$ cat src/inc/adc_fmt_params.svh
`ifndef ADC_FMT_PARAMS_SVH
`define ADC_FMT_PARAMS_SVH
// Register addresses on the serial port
`define ADDR_TIMING    5'h04
`define ADDR_DDR_SEQ   5'h09
`define ADDR_FORMAT    5'h0A
`define ADDR_CUST_LO   5'h0B
`define ADDR_GAIN_HI   5'h0C
`define ADDR_LVDS      5'h0E
// Writable bits; all others are fixed zero
`define MASK_TIMING    11'h700
`define MASK_DDR_SEQ   11'h400
`define MASK_FORMAT    11'h4E0
`define MASK_CUST_LO   11'h7F0
`define MASK_GAIN_HI   11'h71F
`define MASK_LVDS      11'h3FF
`define REG_RESET      11'h000
// Field positions
`define BIT_CLK_POS    8
`define BIT_CLK_EDGE   9
`define BIT_DATA_POS   10
`define BIT_BYTE_WISE  10
`define BIT_CODING     10
`define PAT_MSB        7
`define PAT_LSB        5
// Test pattern codes
`define PAT_NORMAL     3'h0
`define PAT_ZEROS      3'h1
`define PAT_ONES       3'h2
`define PAT_TOGGLE     3'h3
`define PAT_RAMP       3'h4
`define PAT_CUSTOM     3'h5
`define WORD_ONES      14'h3FFF
`define WORD_TOG_A     14'h2AAA
`define WORD_TOG_B     14'h1555
// Timing
`define CLK_PERIOD_PS  4000
`define CLK_SHIFT_PS   400
`define CLK_SHIFT_CYC  ((`CLK_SHIFT_PS + `CLK_PERIOD_PS - 1) / `CLK_PERIOD_PS)
`define SER_WORD_BITS  16
`endif

$ cat src/inc/adc_fmt_pkg.sv
package adc_fmt_pkg;
    typedef struct packed {
        logic       data_double;
        logic       clk_double;
        logic [1:0] lvds_current;
        logic [2:0] data_term;
        logic [2:0] clk_term;
        logic [2:0] fine_gain;
    } analog_cfg_t;
    typedef enum logic {SER_WAIT, SER_SHIFT} ser_state_t;
endpackage

$ cat src/rtl/adc_output_format_config.sv
// Summary of operation
// - Clock position bit 1 delays the output clock by one core clock (400 ps rounded up).
// - Clock edge bit picks rising (0) or falling (1) capture edge.
// - Data position bit 1 delays data transitions by half a clock.
// - Bit/byte sequencing applies only in DDR mode.
// - Bit-wise: even bits on rising edge, odd bits on falling edge.
// - Byte-wise: low half on rising edge, high half on falling edge.
// - Pattern 000 passes samples, 001 all zeros, 010 all ones.
// - Pattern 011 alternates 0x2AAA and 0x1555 each output word.
// - Pattern 100 ramps from zero up by one per word.
// - Pattern 101 outputs the custom word; 110 and 111 unused.
// - Coding bit 0 gives two's complement, 1 offset binary.
// - Custom bits 6..0 come from register 0B bits 10..4.
// - Custom bits 11..7 come from register 0C bits 4..0.
// - Current code 00/01/10/11 gives 3.5/2.5/4.5/1.75 mA.
// - Bit 0 doubles data buffer current, bit 1 clock buffer current.
// - Data termination: 000 off, then 300..65 ohms.
// - Clock termination uses the same eight codes.
`include "adc_fmt_params.svh"
module adc_output_format_config
    import adc_fmt_pkg::*;
#(
    parameter int QUARTER   = 2,
    parameter int BUF_DEPTH = 2
) (
    // Clock and reset
    input  wire logic              clk,
    input  wire logic              resetn,
    // Serial configuration pins
    input  wire logic              cfg_sclk,
    input  wire logic              cfg_sdata,
    input  wire logic              cfg_sen_n,
    input  wire logic              cfg_reset,
    // Converter samples, offset binary
    input  wire logic              sample_valid,
    input  wire logic [11:0]       sample_data,
    output logic                   sample_ready,
    // Interface mode and capture stall
    input  wire logic              ddr_mode,
    input  wire logic              capture_ready,
    // Output port
    output logic                   out_clock_true,
    output logic [13:0]            data_out,
    // Analog settings
    output analog_cfg_t            analog_cfg,
    output logic [2:0]             gain_db
);
    localparam int PW = $clog2(BUF_DEPTH);
    localparam int DLY = `CLK_SHIFT_CYC;

    if (QUARTER < 1 || BUF_DEPTH != 2) begin : g_bad
        $error("Unsupported QUARTER or BUF_DEPTH");
    end

    // ************************************************
    // Pin synchronisers
    // ************************************************
    logic [3:0] pin_in;
    logic [3:0] sync1;
    logic [3:0] sync2;
    logic [3:0] sync3;
    logic [3:0] pin_lvl;
    assign pin_in = {cfg_reset, cfg_sen_n, cfg_sdata, cfg_sclk};

    for (genvar i = 0; i < 4; i++) begin : g_sync
        always_ff @(posedge clk) begin
            if (!resetn) begin
                sync1[i]   <= 1'b0;
                sync2[i]   <= 1'b0;
                sync3[i]   <= 1'b0;
                pin_lvl[i] <= 1'b0;
            end else begin
                sync1[i] <= pin_in[i];
                sync2[i] <= sync1[i];
                sync3[i] <= sync2[i];
                if (sync2[i] == sync3[i]) begin
                    pin_lvl[i] <= sync3[i];
                end
            end
        end
    end

    logic sclk_rise;
    logic hw_reset;
    logic sen_idle;
    assign sclk_rise = sync2[0] & sync3[0] & ~pin_lvl[0];
    assign sen_idle  = pin_lvl[2];
    assign hw_reset  = pin_lvl[3];

    // ************************************************
    // Serial shift register, address then data, MSB first
    // ************************************************
    ser_state_t ser_state;
    logic [14:0] shift;
    logic [3:0]  bit_cnt;
    logic        wr_stb;
    logic [15:0] wr_word;
    assign wr_word = {shift, sync3[1]};
    assign wr_stb  = sclk_rise && !sen_idle && bit_cnt == 4'(`SER_WORD_BITS - 1);

    always_ff @(posedge clk) begin
        if (!resetn || sen_idle) begin
            ser_state <= SER_WAIT;
            bit_cnt   <= 4'h0;
            shift     <= 15'h0000;
        end else if (sclk_rise) begin
            ser_state <= SER_SHIFT;
            shift     <= wr_word[14:0];
            bit_cnt   <= bit_cnt + 4'h1;
        end
    end

    // ************************************************
    // Register file
    // ************************************************
    localparam logic [4:0]  REG_ADDR [6] = '{`ADDR_TIMING, `ADDR_DDR_SEQ,
        `ADDR_FORMAT, `ADDR_CUST_LO, `ADDR_GAIN_HI, `ADDR_LVDS};
    localparam logic [10:0] REG_MASK [6] = '{`MASK_TIMING, `MASK_DDR_SEQ,
        `MASK_FORMAT, `MASK_CUST_LO, `MASK_GAIN_HI, `MASK_LVDS};
    logic [10:0] cfg_reg [6];

    // Fixed-zero bits are masked so a careless write cannot reach them
    for (genvar r = 0; r < 6; r++) begin : g_reg
        always_ff @(posedge clk) begin
            if (!resetn || hw_reset) begin
                cfg_reg[r] <= `REG_RESET;
            end else if (wr_stb && wr_word[15:11] == REG_ADDR[r]) begin
                cfg_reg[r] <= wr_word[10:0] & REG_MASK[r];
            end
        end
    end

    logic        clk_pos;
    logic        clk_edge;
    logic        data_pos;
    logic        byte_wise;
    logic        coding;
    logic [2:0]  pattern;
    logic [11:0] custom;
    assign clk_pos   = cfg_reg[0][`BIT_CLK_POS];
    assign clk_edge  = cfg_reg[0][`BIT_CLK_EDGE];
    assign data_pos  = cfg_reg[0][`BIT_DATA_POS];
    assign byte_wise = cfg_reg[1][`BIT_BYTE_WISE] & ddr_mode;
    assign coding    = cfg_reg[2][`BIT_CODING];
    assign pattern   = cfg_reg[2][`PAT_MSB:`PAT_LSB];
    assign custom    = {cfg_reg[4][4:0], cfg_reg[3][10:4]};

    always_ff @(posedge clk) begin
        if (!resetn) begin
            analog_cfg <= '0;
            gain_db    <= 3'h0;
        end else begin
            analog_cfg.data_double  <= cfg_reg[5][0];
            analog_cfg.clk_double   <= cfg_reg[5][1];
            analog_cfg.lvds_current <= cfg_reg[5][3:2];
            analog_cfg.clk_term     <= cfg_reg[5][6:4];
            analog_cfg.data_term    <= cfg_reg[5][9:7];
            analog_cfg.fine_gain    <= cfg_reg[4][10:8];
            // Unused gain code falls back to 0 dB
            gain_db <= (cfg_reg[4][10:8] == 3'h7) ? 3'h0 : cfg_reg[4][10:8];
        end
    end

    // ************************************************
    // Two-entry sample buffer
    // ************************************************
    logic [11:0]   buf_mem [BUF_DEPTH];
    logic [PW-1:0] wr_ptr;
    logic [PW-1:0] rd_ptr;
    logic [PW:0]   buf_cnt;
    logic          buf_valid;
    logic          pop;
    logic          push;
    assign buf_valid    = buf_cnt != '0;
    assign sample_ready = buf_cnt != (PW+1)'(BUF_DEPTH);
    assign push         = sample_valid && sample_ready;

    always_ff @(posedge clk) begin
        if (push) begin
            buf_mem[wr_ptr] <= sample_data;
        end
    end

    always_ff @(posedge clk) begin
        if (!resetn) begin
            wr_ptr  <= '0;
            rd_ptr  <= '0;
            buf_cnt <= '0;
        end else begin
            wr_ptr  <= wr_ptr + PW'(push);
            rd_ptr  <= rd_ptr + PW'(pop);
            buf_cnt <= buf_cnt + (PW+1)'(push) - (PW+1)'(pop);
        end
    end

    // ************************************************
    // Output clock, four quarters per output cycle
    // ************************************************
    logic [15:0]  sub_cnt;
    logic [1:0]   quarter;
    logic         q_start;
    logic         clk_raw;
    logic [DLY:0] clk_line;
    assign q_start = sub_cnt == 16'h0000;
    assign clk_raw = (quarter < 2'h2) ^ clk_edge;

    always_ff @(posedge clk) begin
        if (!resetn) begin
            sub_cnt <= 16'h0000;
            quarter <= 2'h0;
        end else if (sub_cnt == 16'(QUARTER - 1)) begin
            sub_cnt <= 16'h0000;
            quarter <= quarter + 2'h1;
        end else begin
            sub_cnt <= sub_cnt + 16'h0001;
        end
    end

    // Delay rounds up to a whole core clock, the finest step the core clock can make
    always_ff @(posedge clk) begin
        if (!resetn) begin
            clk_line       <= '0;
            out_clock_true <= 1'b0;
        end else begin
            clk_line       <= {clk_line[DLY-1:0], clk_raw};
            out_clock_true <= clk_pos ? clk_line[DLY-1] : clk_raw;
        end
    end

    // ************************************************
    // Word formation and test patterns
    // ************************************************
    logic [1:0]  load_q;
    logic        word_load;
    logic        half_load;
    logic        advance;
    logic [11:0] coded;
    logic [13:0] sample_word;
    logic [13:0] next_word;
    logic [13:0] word_reg;
    logic [13:0] ramp_cnt;
    logic        tog;

    // In DDR mode or with data position 0, data launch sits mid-way between capture edges
    assign load_q    = (ddr_mode ? 2'h3 : 2'h2) + (data_pos ? 2'h2 : 2'h0);
    assign word_load = q_start && quarter == load_q;
    assign half_load = q_start && ddr_mode && quarter == load_q + 2'h2;
    assign advance   = word_load && capture_ready &&
                       (pattern != `PAT_NORMAL || buf_valid);
    assign pop       = advance && buf_valid;

    always_comb begin
        coded = coding ? buf_mem[rd_ptr] : {~buf_mem[rd_ptr][11], buf_mem[rd_ptr][10:0]};
        sample_word = coding ? {2'b00, coded} : {{2{coded[11]}}, coded};
        unique case (pattern)
            `PAT_ZEROS:  next_word = 14'h0000;
            `PAT_ONES:   next_word = `WORD_ONES;
            `PAT_TOGGLE: next_word = tog ? `WORD_TOG_B : `WORD_TOG_A;
            `PAT_RAMP:   next_word = ramp_cnt;
            `PAT_CUSTOM: next_word = {2'b00, custom};
            default:     next_word = sample_word;
        endcase
    end

    always_ff @(posedge clk) begin
        if (!resetn) begin
            word_reg <= 14'h0000;
            ramp_cnt <= 14'h0000;
            tog      <= 1'b0;
        end else if (advance) begin
            word_reg <= next_word;
            tog      <= (pattern == `PAT_TOGGLE) ? ~tog : 1'b0;
            // Natural 14-bit wrap gives the return to zero
            ramp_cnt <= (pattern == `PAT_RAMP) ? ramp_cnt + 14'h0001 : 14'h0000;
        end
    end

    // ************************************************
    // DDR lane sequencing
    // ************************************************
    logic [6:0] even_bits;
    logic [6:0] odd_bits;
    logic [6:0] even_new;
    for (genvar k = 0; k < 7; k++) begin : g_lane
        assign even_bits[k] = word_reg[2*k];
        assign odd_bits[k]  = word_reg[2*k+1];
        assign even_new[k]  = next_word[2*k];
    end

    always_ff @(posedge clk) begin
        if (!resetn) begin
            data_out <= 14'h0000;
        end else if (word_load) begin
            if (!ddr_mode) begin
                data_out <= advance ? next_word : word_reg;
            end else if (byte_wise) begin
                data_out <= {7'h00, advance ? next_word[6:0] : word_reg[6:0]};
            end else begin
                data_out <= {7'h00, advance ? even_new : even_bits};
            end
        end else if (half_load) begin
            data_out <= {7'h00, byte_wise ? word_reg[13:7] : odd_bits};
        end
    end
endmodule

$ cat config.mk
export PLATFORM = sky130hd
export DESIGN_NAME = adc_output_format_config
export DESIGN_NICKNAME = d
export VERILOG_FILES = /design/src/inc/adc_fmt_pkg.sv /design/src/rtl/adc_output_format_config.sv
export VERILOG_INCLUDE_DIRS = /design/src /design/src/inc
export SDC_FILE = /design/constraint.sdc
export NUM_CORES = 1
export LEC_CHECK = 0
export ABC_AREA = 1
export BUFFER_PORTS_ARGS = -buffer_cell sky130_fd_sc_hd__buf_2
export CAP_MARGIN = 5
export CORE_MARGIN = 2
export CORE_UTILIZATION = 35
export CTS_CLUSTER_DIAMETER = 50
export DETAILED_ROUTE_END_ITERATION = 7
export GPL_TIMING_DRIVEN = 0
export PLACE_DENSITY = 0.63
export SETUP_SLACK_MARGIN = 0.2
export SLEW_MARGIN = 20
export SYNTH_ARGS = -nofsm -noshare
export SYNTH_HDL_FRONTEND = slang
export SYNTH_SLANG_ARGS = --single-unit
$ cat constraint.sdc
create_clock -name clk -period 2.3 [get_ports clk]
set_clock_uncertainty 0.05 [all_clocks]
set_input_delay 0.46 -clock clk [delete_from_list [all_inputs] [get_ports clk]]
set_output_delay 0.46 -clock clk [all_outputs]
set_load 0.05 [all_outputs]
==> results of run 1 <==
critical path, stage by stage, from the launching register on:
cell                      delay, ps
sky130_fd_sc_hd__dfxtp_4        360
sky130_fd_sc_hd__nor2_4         110
sky130_fd_sc_hd__nand2_2         80
sky130_fd_sc_hd__nor2_4         140
sky130_fd_sc_hd__nand3_4         90
sky130_fd_sc_hd__nor2_4         150
sky130_fd_sc_hd__nand2_4         90
sky130_fd_sc_hd__nor2_4         150
sky130_fd_sc_hd__ha_4           210
sky130_fd_sc_hd__inv_2           60
sky130_fd_sc_hd__ha_4           120
sky130_fd_sc_hd__xor2_2         150
sky130_fd_sc_hd__o21ai_1         90
sky130_fd_sc_hd__a21oi_1        140
worst max-delay path by stage:
stage	start	end	slack, ps
CTS	sub_cnt[4]	buf_cnt[1]	160
detailed placement	ddr_mode	buf_cnt[1]	-50
finish	sub_cnt[7]	buf_cnt[1]	240
floorplan	ddr_mode	buf_cnt[1]	230
global placement	ddr_mode	buf_cnt[1]	-30
global route	quarter[0]	buf_cnt[1]	130
per-layer routing:
layer | part of all wire | track usage | wire length (um)
met1 | 0.45 | 0.191 | 7500
met3 | 0.045 | 0.0352 | 748
met4 | 0.020 | 0.0638 | 332
met2 | 0.49 | 0.263 | 8230
met5 | 0 | 0 | 0
timing repair:
item,in CTS,in global routing
pin swaps,2,20
hold buffers,0,0
cloned,0,1
resized for setup,9,45
setup endpoints to repair,21,68
buffers inserted,3,13
hold endpoints to repair,0,0
power by group:
group	switching [mW]	internal, mW	leakage [nW]
clock network	1.27	1.55	0.279
registers	0.0564	3.31	1.54
logic	0.497	0.218	2.00
cell type report:
| cell class | count | area [um^2] |
|---|---|---|
| diodes | 1 | 2.50 |
| plain buffers | 21 | 114 |
| clock buffers | 22 | 497 |
| clock inverters | 10 | 72.6 |
| fillers | 2046 | 12000 |
| inverters | 131 | 494 |
| multi-input cells | 550 | 2910 |
| flip-flops and latches | 175 | 4090 |
| well taps | 275 | 344 |
| repair buffers | 67 | 375 |
cells by family (layout without fill, tap and decap cells):
logic type      after synthesis  in the layout  share of synthesized area
compound gates              147            147                      0.110
xor+xnor                      8              8                    0.00949
fa+ha+maj                    11             11                     0.0186
buf+inv                     152            251                     0.0813
flops                       175            175                      0.552
mux                           3              3                    0.00440
other cells                   0              1                          0
simple gates                380            381                      0.224
per-stage QoR:
stage                     cell area (um^2)  hold slack, ps
final                                 8900             147
after global routing                  8900             149
after CTS                             8640             136
after detailed placement              8010             354
after global placement                8010             346
after floorplan                       7410             340
placed cells by master (no fill, tap or decap), types with 9 or more instances in the layout:
cell type                   instances
sky130_fd_sc_hd__a21oi_1           56
sky130_fd_sc_hd__buf_2             54
sky130_fd_sc_hd__buf_4             16
sky130_fd_sc_hd__clkbuf_1          12
sky130_fd_sc_hd__clkbuf_16         19
sky130_fd_sc_hd__dfxtp_1          107
sky130_fd_sc_hd__dfxtp_2            9
sky130_fd_sc_hd__edfxtp_1          57
sky130_fd_sc_hd__inv_1            124
sky130_fd_sc_hd__nand2_1          173
sky130_fd_sc_hd__nand2_2            9
sky130_fd_sc_hd__nand3_1           33
sky130_fd_sc_hd__nor2_1           110
sky130_fd_sc_hd__nor3_1            10
sky130_fd_sc_hd__o21ai_0           54
==> results summary, run 1 <==
In the final layout, the share of cells above drive strength 1 is 0.183. The worst setup path is of the reg -> reg kind. The number of buffers inserted during clock tree synthesis came out at 17. For hold timing, the worst endpoint is sync1[1].

The effective utilization at floorplan came out at 0.354. The DRC violation total after the first TritonRoute iteration came out at roughly 340. Yosys mapped a number of flops with a built-in enable equal to 57. The post-synthesis sequential area ratio came out at 0.552. The area growth from synthesis to layout is 20.5%. Setup total negative slack on the finished layout was measured at 0 ps. The worst-case setup margin in the final layout is 239 ps. In this run the most critical hold path is launched from cfg_sdata. In this run the tightest slew margin relative to its limit is 0.515. The net count after synthesis is 908. The final critical-path required period is 2060 ps. For this run, the post-layout net count is 995. The die is 149 um wide. The total design power came out at 6.91 mW.

The TritonCTS clock tree is built. The final core area utilization came out at 0.426. Ranked by instance count, the synthesized netlist is headed by sky130_fd_sc_hd__nand2_1 (181), sky130_fd_sc_hd__inv_1 (126), sky130_fd_sc_hd__dfxtp_1 (118), sky130_fd_sc_hd__nor2_1 (118), sky130_fd_sc_hd__edfxtp_1 (57). In the post-synthesis netlist, the biggest area contributors are sky130_fd_sc_hd__dfxtp_1 (32%), sky130_fd_sc_hd__edfxtp_1 (23%), sky130_fd_sc_hd__nand2_1 (9.2%), sky130_fd_sc_hd__inv_1 (6.4%), sky130_fd_sc_hd__nor2_1 (6.0%). The power per unit of standard cell area came out at 776 nW/um^2. The deepest level of the CTS H-tree is 4.

The worst-case vdd ir drop is 0.476 mV. The congestion estimate from routability-driven global placement came to 0.883. The tool flagged a number of max-cap violations equal to 0.

The run finished with clean final reports. The worst setup path is captured at a flop. CTS saw about 180 sinks. Setup violations remaining at the end of the flow were counted as 0.

The global-route wire length before repair is 26,700 um. The total track usage is 0.155. The placed wire-length estimate is 11,800 um. The clock insertion delay at the later pin of the skew report is 450 ps.

The tree is rooted in a sky130_fd_sc_hd__clkbuf_16. The number of slew-limit violations in the final report came out at 0. The DRC violation count after routing came out at 0. The critical path required time came out at 2620 ps. In the finished design, the share of the clock period the worst path needs comes to 0.896. Entering global routing, the biggest net connects 17 pins.

The core region area is between 20,000 and 25,000 um^2. The synthesized instance count came out at 876. The number of distinct standard cells referenced by the synthesized netlist is 49. The measured slew at the worst slew-check pin came out at roughly 730 ps. The arrival time of data at the critical path endpoint came out at 2380 ps. The total I/O pin count came out at 53.

The most common cell in the synthesized netlist is sky130_fd_sc_hd__nand2_1. The average cell area after synthesis came out at 8.43 um^2. STA classifies the critical path startpoint as a flop. The die covers 22,300 um^2. The hold-critical path depth came out at 3. The register with the most flip-flops in the layout has 33 of them. Derived from the worst setup path, the maximum achievable clock frequency is between 400 and 500 MHz.

The total global routing overflow is 0. Before antenna repair, the detailed router went through 5 iterations. The via count of the first global-routing pass came out at 5,469.

The setup slack on the worst flop-to-flop path is about 240 ps. The port buffer count came out at slightly above 50. The most common flop cell mapped by yosys is sky130_fd_sc_hd__dfxtp_1. The fraction of registers with async set or reset after synthesis is 0. The hold violation count in the final report is 0. The detailed-route via count is about 5,800. The analysis attributes to cell leakage a power of 3.82 nW. In this run the core area contains 53 standard-cell rows. The average vias per placed instance is 4.63. The startpoint of the worst-slack reg-to-reg timing path is sub_cnt[7]. The initial antenna violation count came out at 0. The number of buffers between clock root and the deepest sink is 2. Setup repair after global routing could not meet its margin everywhere. The flop and latch count out of synthesis came out at ~180. The Yosys step of the flow raised 0 warnings.

The non-filler instance count after layout came out at 1,252. The detailed-route wire length came out at between 15,000 and 20,000 um. The maximum fanout encountered on the critical timing path is 4. The worst register-to-register path ends at buf_cnt[1]. The type of the most critical hold path is in -> reg. The number of routed nets with antenna violations came out at 0. The post-placement setup slack is -50.2 ps.

Of the post-synthesis cell area, the dominant cell type holds 0.320. The netlist area before placement came out at ~7400 um^2. The cell depth of the worst flop-to-flop path is 13. The leading area contributor after synthesis is sky130_fd_sc_hd__dfxtp_1. The routed wirelength normalized by instance count is ~13 um. After clock tree synthesis, the clock-pin slew on the worst setup and hold paths is 60 ps. The count of placed standard cells including taps is 1,202.

The die is 149 um tall.
Note: power is estimated with default switching activity, not from simulation.
==> inputs of run 2 (changes only) <==
--- a/config.mk
+++ b/config.mk
@@ -10,11 +10,11 @@
 export BUFFER_PORTS_ARGS = -buffer_cell sky130_fd_sc_hd__buf_2
 export CAP_MARGIN = 5
 export CORE_MARGIN = 2
-export CORE_UTILIZATION = 35
+export CORE_UTILIZATION = 25
 export CTS_CLUSTER_DIAMETER = 50
 export DETAILED_ROUTE_END_ITERATION = 7
 export GPL_TIMING_DRIVEN = 0
-export PLACE_DENSITY = 0.63
+export PLACE_DENSITY = 0.51
 export SETUP_SLACK_MARGIN = 0.2
 export SLEW_MARGIN = 20
 export SYNTH_ARGS = -nofsm -noshare
==> results summary, run 2 (synthesis results as in run 1) <==
The final critical-path required period is 2110 ps (+53.0 ps). The power share of the clock group was 0.407 (about the same). The timing-limited maximum frequency came out at 473 MHz (-2.5%). The maximum fanout encountered on the critical timing path came out at 5 (+1). Leaving out fill and tap cells, the most frequent cell in the layout is sky130_fd_sc_hd__nand2_1. The total global routing overflow came to 0 (unchanged). The placement row count came to 62 (+17%). The total number of clock tree sinks was 175 (unchanged).

The smallest hold slack is 158 ps (+11.6 ps). Compared with the post-synthesis result, the final layout area differs by 20.2%. In this run the worst hold path is classified as in -> reg. The total design power was 6.82 mW (-1.3%). The count of placed standard cells including taps is 1,311 (+9.1%).

The run finished with clean final reports. The total I/O pin count is 53 (unchanged). The total track usage came out at 0.114 (-0.0415). The measured slew at the worst slew-check pin was 649 ps (-78.4 ps). The pin count of the biggest net entering global routing came to 17 (unchanged).

The detailed-route wire length is 17,300 um (+3.2%). The number of buffers added to fix hold violations after cts came out at 0 (unchanged). The leakage power of the design is 3.75 nW (-2.0%). The number of fillers in the final layout came to 3,102 (+52%). The number of detailed-routing iterations run before antenna repair is 5 (unchanged).

CTS placed an instance of sky130_fd_sc_hd__clkbuf_16 at the clock tree root. The post-route fraction of the period consumed by the critical path came out at 0.919 (+0.0231). The hold violation count in the final report came out at 0 (unchanged).

The final core area utilization came out at 0.307 (-0.119). The core region area came out at 28,900 um^2 (+39%). The power per unit of standard cell area is 768 nW/um^2 (-1.0%). The setup TNS after final layout was 0 ps (unchanged).

The clock insertion delay at the later pin of the skew report was 430 ps (-20 ps). The global placement routability congestion came out at 0.863 (-2.3%). STA classifies the critical path startpoint as a flop. The setup violation total in the final timing report came out at 0 (unchanged). The number of slew-limit violations in the final report is 0 (unchanged). The non-filler instance count after layout is 1,352 (+8.0%). The die outline area is 30,900 um^2 (+39%). The switching power as a share of total power came out at 0.265 (+0.00103). The routed wirelength normalized by instance count was 12.8 um (-4.4%). The number of routed nets with antenna violations is 0 (unchanged). The number of buffers inserted during clock tree synthesis came out at 17 (unchanged). The number of max-cap violations came out at 0 (unchanged). STA classifies the critical path endpoint as a flop. The clock-pin slew reported for the worst setup and hold paths after clock tree synthesis came out at 70 ps (about the same). The die width is 176 um (+18%). TritonCTS built the clock tree. The worst-case vdd ir drop is 0.438 mV (-7.9%). The arrival time of data at the critical path endpoint is 2420 ps (+40 ps).

The global-route wire length before repair came to 27,300 um (+2.1%). The relative max-transition margin is 0.567 (+0.0523). Setup repair after global routing could not meet its margin everywhere. The via count of the first global-routing pass is 5,380 (-1.6%). The deepest level of the CTS H-tree came out at 4 (unchanged). The type of the setup path with the least slack is reg -> reg. The number of antenna cells inserted came out at 0 (-1).

The number of buffers between clock root and the deepest sink is 2 (unchanged). The port buffer count came out at 51 (unchanged). The share of total power in sequential cells is 0.495 (+0.007). The share of power burned in combinational logic is 0.098 (-0.006). The DRC violation total after the first TritonRoute iteration is 369 (+9.2%).

The die boundary height is 176 um (+18%). The average vias per placed instance came out at 4.25 (-8.1%). The final layout net count came out at 987 (-0.80%). Leaving out fill and tap cells, the most frequent cells in the layout are sky130_fd_sc_hd__nand2_1 (174), sky130_fd_sc_hd__inv_1 (126), sky130_fd_sc_hd__dfxtp_1 (113). The placed wire-length estimate came out at 12,800 um (+8.0%). The initial antenna violation count came out at 0 (unchanged). The DRC violation count after routing is 0 (unchanged). The detailed-route via count was 5,744 (-0.81%).

The fraction of layout cells with a size suffix above 1 came to 0.161 (-0.0222). The net switching power of the design came out at 1.81 mW (-0.92%). The effective utilization at floorplan was 0.255 (-0.0983). The flip-flop count of the largest register after layout is 33 (unchanged). The critical path required time is 2600 ps (-20 ps). The internal cell power was 5.01 mW (-1.4%).
run 2: cell types whose count changed in the layout (fill, tap and decap cells not counted), moves of 3 or more:
cell / change
sky130_fd_sc_hd__buf_4: -8
sky130_fd_sc_hd__dfxtp_2: -4
sky130_fd_sc_hd__dfxtp_1: +6
sky130_fd_sc_hd__nor2_4: -3
sky130_fd_sc_hd__ha_4: -3
sky130_fd_sc_hd__clkinvlp_4: +3
sky130_fd_sc_hd__clkinv_4: +4
sky130_fd_sc_hd__ha_1: +3
run 2: path summary, 6_finish.rpt:
| check | end | startpoint | slack, ps | cells past startpoint |
|---|---|---|---|---|
| min | sync1[1] | cfg_sdata | 160 | 3 |
| max reg2reg | buf_cnt[1] | sub_cnt[4] | 190 | 13 |
| min reg2reg | sync2[2] | sync1[2] | 360 | 2 |
| max | buf_cnt[1] | sub_cnt[4] | 190 | 13 |
run 2: worst max-delay path, cell delays in order (launching register included):
cell,delay [ps]
sky130_fd_sc_hd__dfxtp_2,350
sky130_fd_sc_hd__nor2_2,130
sky130_fd_sc_hd__nand2_2,100
sky130_fd_sc_hd__nor2_4,120
sky130_fd_sc_hd__nand3_2,120
sky130_fd_sc_hd__nor2_4,120
sky130_fd_sc_hd__nand2_2,100
sky130_fd_sc_hd__nor2_4,100
sky130_fd_sc_hd__ha_1,230
sky130_fd_sc_hd__inv_1,50
sky130_fd_sc_hd__ha_1,140
sky130_fd_sc_hd__xor2_1,180
sky130_fd_sc_hd__o21ai_1,80
sky130_fd_sc_hd__a21oi_1,160
run 2: per-stage QoR:
step                setup WS [ps]  cell area [um^2]
CTS                          7.96              8720
global route                -5.71              8880
global placement             15.6              8150
finish                        186              8880
detailed placement          -26.3              8150
floorplan                     226              7410
run 2: layer usage:
metal  track usage  wire, um
met2         0.180      7970
met1         0.153      8520
met5             0         0
met3        0.0275       618
met4        0.0358       240
run 2: power groups by stage:
| stage | logic (mW) | clock network [mW] | registers, mW |
|---|---|---|---|
| detailed placement | 0.655 | 0 | 3.44 |
| global route | 0.749 | 2.97 | 3.39 |
| floorplan | 0.383 | 0 | 3.52 |
| CTS | 0.662 | 2.86 | 3.37 |
| global placement | 0.652 | 0 | 3.44 |
| finish | 0.669 | 2.77 | 3.37 |
run 2: area by class of cell:
class	instances	area, um^2	share of cell area
multi-input cells	550	2830	0.318
inverters	131	494	0.0557
repair buffers	59	315	0.0355
plain buffers	21	115	0.0130
clock buffers	17	425	0.0479
well taps	384	480	0.0541
flip-flops and latches	175	4080	0.460
clock inverters	15	139	0.0156
run 2: timing repair:
item	in CTS	in global routing
endpoints found under the setup margin	20	78
resized for setup	4	27
gates cloned	0	1
setup buffers	0	8
pin swaps	0	10
==> inputs of run 3 (changes only) <==
--- a/config.mk
+++ b/config.mk
@@ -15,6 +15,7 @@
 export DETAILED_ROUTE_END_ITERATION = 7
 export GPL_TIMING_DRIVEN = 0
 export PLACE_DENSITY = 0.51
+export REMOVE_ABC_BUFFERS = 1
 export SETUP_SLACK_MARGIN = 0.2
 export SLEW_MARGIN = 20
 export SYNTH_ARGS = -nofsm -noshare
==> results summary, run 3 (synthesis results as in run 1) <==
The capturing element type of the critical path is a flop. The setup slack on the worst flop-to-flop path is 230 ps (+40 ps). The number of fillers in the final layout came out at 3,037 (-2.1%). The total track usage is 0.111 (-0.00231). The deepest level of the CTS H-tree came out at 4 (unchanged).

TritonCTS built the clock tree. The total global routing overflow was 0 (unchanged). The final critical-path required period came to 2070 ps (-42.9 ps).

The detailed-route via count was 5,730 (-0.24%). The core region area is 28,900 um^2 (unchanged). The power per unit of standard cell area is 763 nW/um^2 (-0.58%). The area used by sequential logic in the layout is 4090 um^2 (+0.12%).

The setup violation total in the final timing report is 0 (unchanged). In this run the worst hold path is classified as in -> reg. The non-filler instance count after layout came out at 1,357 (+0.37%). The fraction of layout cells with a size suffix above 1 came out at 0.192 (+0.0310). Setup repair after global routing could not meet its margin everywhere.

STA classifies the critical path startpoint as a flop. The hold violation count in the final report came out at 0 (unchanged). The critical path required time was 2570 ps (-30 ps).

The final layout net count came out at 992 (+0.51%). The routed wirelength normalized by instance count is 12.3 um (-4.0%). Leaving out fill and tap cells, the most frequent cells in the layout are sky130_fd_sc_hd__nand2_1 (174), sky130_fd_sc_hd__inv_1 (124), sky130_fd_sc_hd__nor2_1 (111). The leakage power of the design is 3.82 nW (+2.1%). The arrival time of data at the critical path endpoint came out at 2340 ps (-80 ps). The routing layer with the top usage in global route is met2. The flip-flop count of the largest register after layout came out at 33 (unchanged). The die boundary height was 176 um (unchanged).

The met3 global-route usage is 0.0266 (-0.000866). The number of max-cap violations is 0 (unchanged). The number of slew-limit violations in the final report came out at 0 (unchanged). The die width came out at 176 um (unchanged). The via count of the first global-routing pass came out at 5,312 (-1.3%).

The placement row count is 62 (unchanged). The total I/O pin count was 53 (unchanged). The global-route wire length before repair was 26,900 um (-1.3%). The worst-case vdd ir drop came out at 0.373 mV (-15%). The met1 layer usage reported by global route came to 0.140 (-0.0127). The area growth from synthesis to layout is 23.2%.

Leaving out fill and tap cells, the most frequent cell in the layout is sky130_fd_sc_hd__nand2_1. The effective utilization at floorplan came out at 0.255 (unchanged). The DRC violation total after the first TritonRoute iteration is 291 (-21%).

The timing-limited maximum frequency is 483 MHz (+2.1%). The final core area utilization is 0.314 (+0.00761). The initial antenna violation count came to 0 (unchanged).

The number of antenna cells inserted is 0 (unchanged). The global placement routability congestion came out at 0.817 (-5.3%). The relative max-transition margin is 0.591 (+0.0240).

The measured slew at the worst slew-check pin is 613 ps (-36.0 ps). The post-route fraction of the period consumed by the critical path is 0.900 (-0.0186). The number of buffers added to fix hold violations after cts is 0 (unchanged).

The die outline area came out at 30,900 um^2 (unchanged). The clock-pin slew reported for the worst setup and hold paths after clock tree synthesis is 70 ps (about the same). The DRC violation count after routing came out at 0 (unchanged).

The met2 usage in global routing is 0.183 (+0.00344). The total area of multi-input combinational cells came out at 2950 um^2 (+4.2%). The pin count of the biggest net entering global routing is 50 (+33). The clock insertion delay at the later pin of the skew report is 440 ps (about the same). The number of buffers inserted during clock tree synthesis came to 17 (unchanged). The number of detailed-routing iterations run before antenna repair came out at 5 (unchanged). The detailed-route wire length was 16,700 um (-3.7%). The setup TNS after final layout is 0 ps (unchanged). The count of placed standard cells including taps came out at 1,291 (-1.5%). The number of routed nets with antenna violations was 0 (unchanged).

The type of the setup path with the least slack is reg -> reg. CTS placed an instance of sky130_fd_sc_hd__clkbuf_16 at the clock tree root. The maximum fanout encountered on the critical timing path came to 3 (-2). The total number of clock tree sinks is 175 (unchanged). The placed wire-length estimate is 11,600 um (-9.6%).

The port buffer count is 52 (+2.0%). The number of buffers between clock root and the deepest sink came out at 2 (unchanged). The average vias per placed instance came to 4.22 (-0.61%). The run finished with clean final reports.
[run 3: critical path, cell delays in order, from the launching register on]
cell	delay [ps]
sky130_fd_sc_hd__edfxtp_1	400
sky130_fd_sc_hd__nor2_2	180
sky130_fd_sc_hd__nand3b_1	120
sky130_fd_sc_hd__nand2_2	100
sky130_fd_sc_hd__inv_1	120
sky130_fd_sc_hd__nand2_4	130
sky130_fd_sc_hd__nor2_4	50
sky130_fd_sc_hd__ha_4	260
sky130_fd_sc_hd__inv_2	40
sky130_fd_sc_hd__ha_4	150
sky130_fd_sc_hd__xor2_2	170
sky130_fd_sc_hd__o21ai_1	130
sky130_fd_sc_hd__a21oi_1	50
[run 3: repair_timing]
| item | 4_1_cts | 5_1_grt |
|---|---|---|
| setup buffers | 14 | 18 |
| setup endpoints to repair | 101 | 96 |
| hold endpoints to repair | 0 | 0 |
| gates cloned | 1 | 1 |
| pin swaps | 16 | 11 |
| resized for setup | 38 | 20 |
[run 3: worst paths after layout]
kind	end	cells past startpoint	start
min reg2reg	sync2[3]	2	sync1[3]
min	sync1[0]	3	cfg_sclk
max	buf_cnt[1]	12	cfg_reg[2][5]
max reg2reg	buf_cnt[1]	12	cfg_reg[2][5]
[run 3: metal layers]
metal / part of all wire / up-vias
met3: 0.041 / 17
met5: 0 / -
met1: 0.46 / 2602
li1: - / 2992
met4: 0.016 / 0
met2: 0.48 / 119
[run 3: per-stage QoR]
step	instance area (um^2)	total power, mW	setup slack, ps	hold WS, ps
global placement	8020	4.06	-1140	351
floorplan	7280	3.88	178	340
finish	9100	6.94	229	159
global route	9100	7.25	138	152
detailed placement	8020	4.07	-1150	346
CTS	8860	6.99	215	144
[run 3: where the power goes]
part | internal, mW | leakage [nW] | switching, mW
registers | 3.32 | 1.54 | 0.0598
clock network | 1.53 | 0.288 | 1.32
logic | 0.225 | 1.99 | 0.493
total | 5.07 | 3.82 | 1.87
[run 3: cell type report]
class | instances | area share
Tap cell | 384 | 0.0528
Multi-Input combinational cell | 551 | 0.324
Clock inverter | 12 | 0.0131
Inverter | 131 | 0.0541
Timing Repair Buffer | 84 | 0.0557
Clock buffer | 20 | 0.0514
Sequential cell | 175 | 0.449
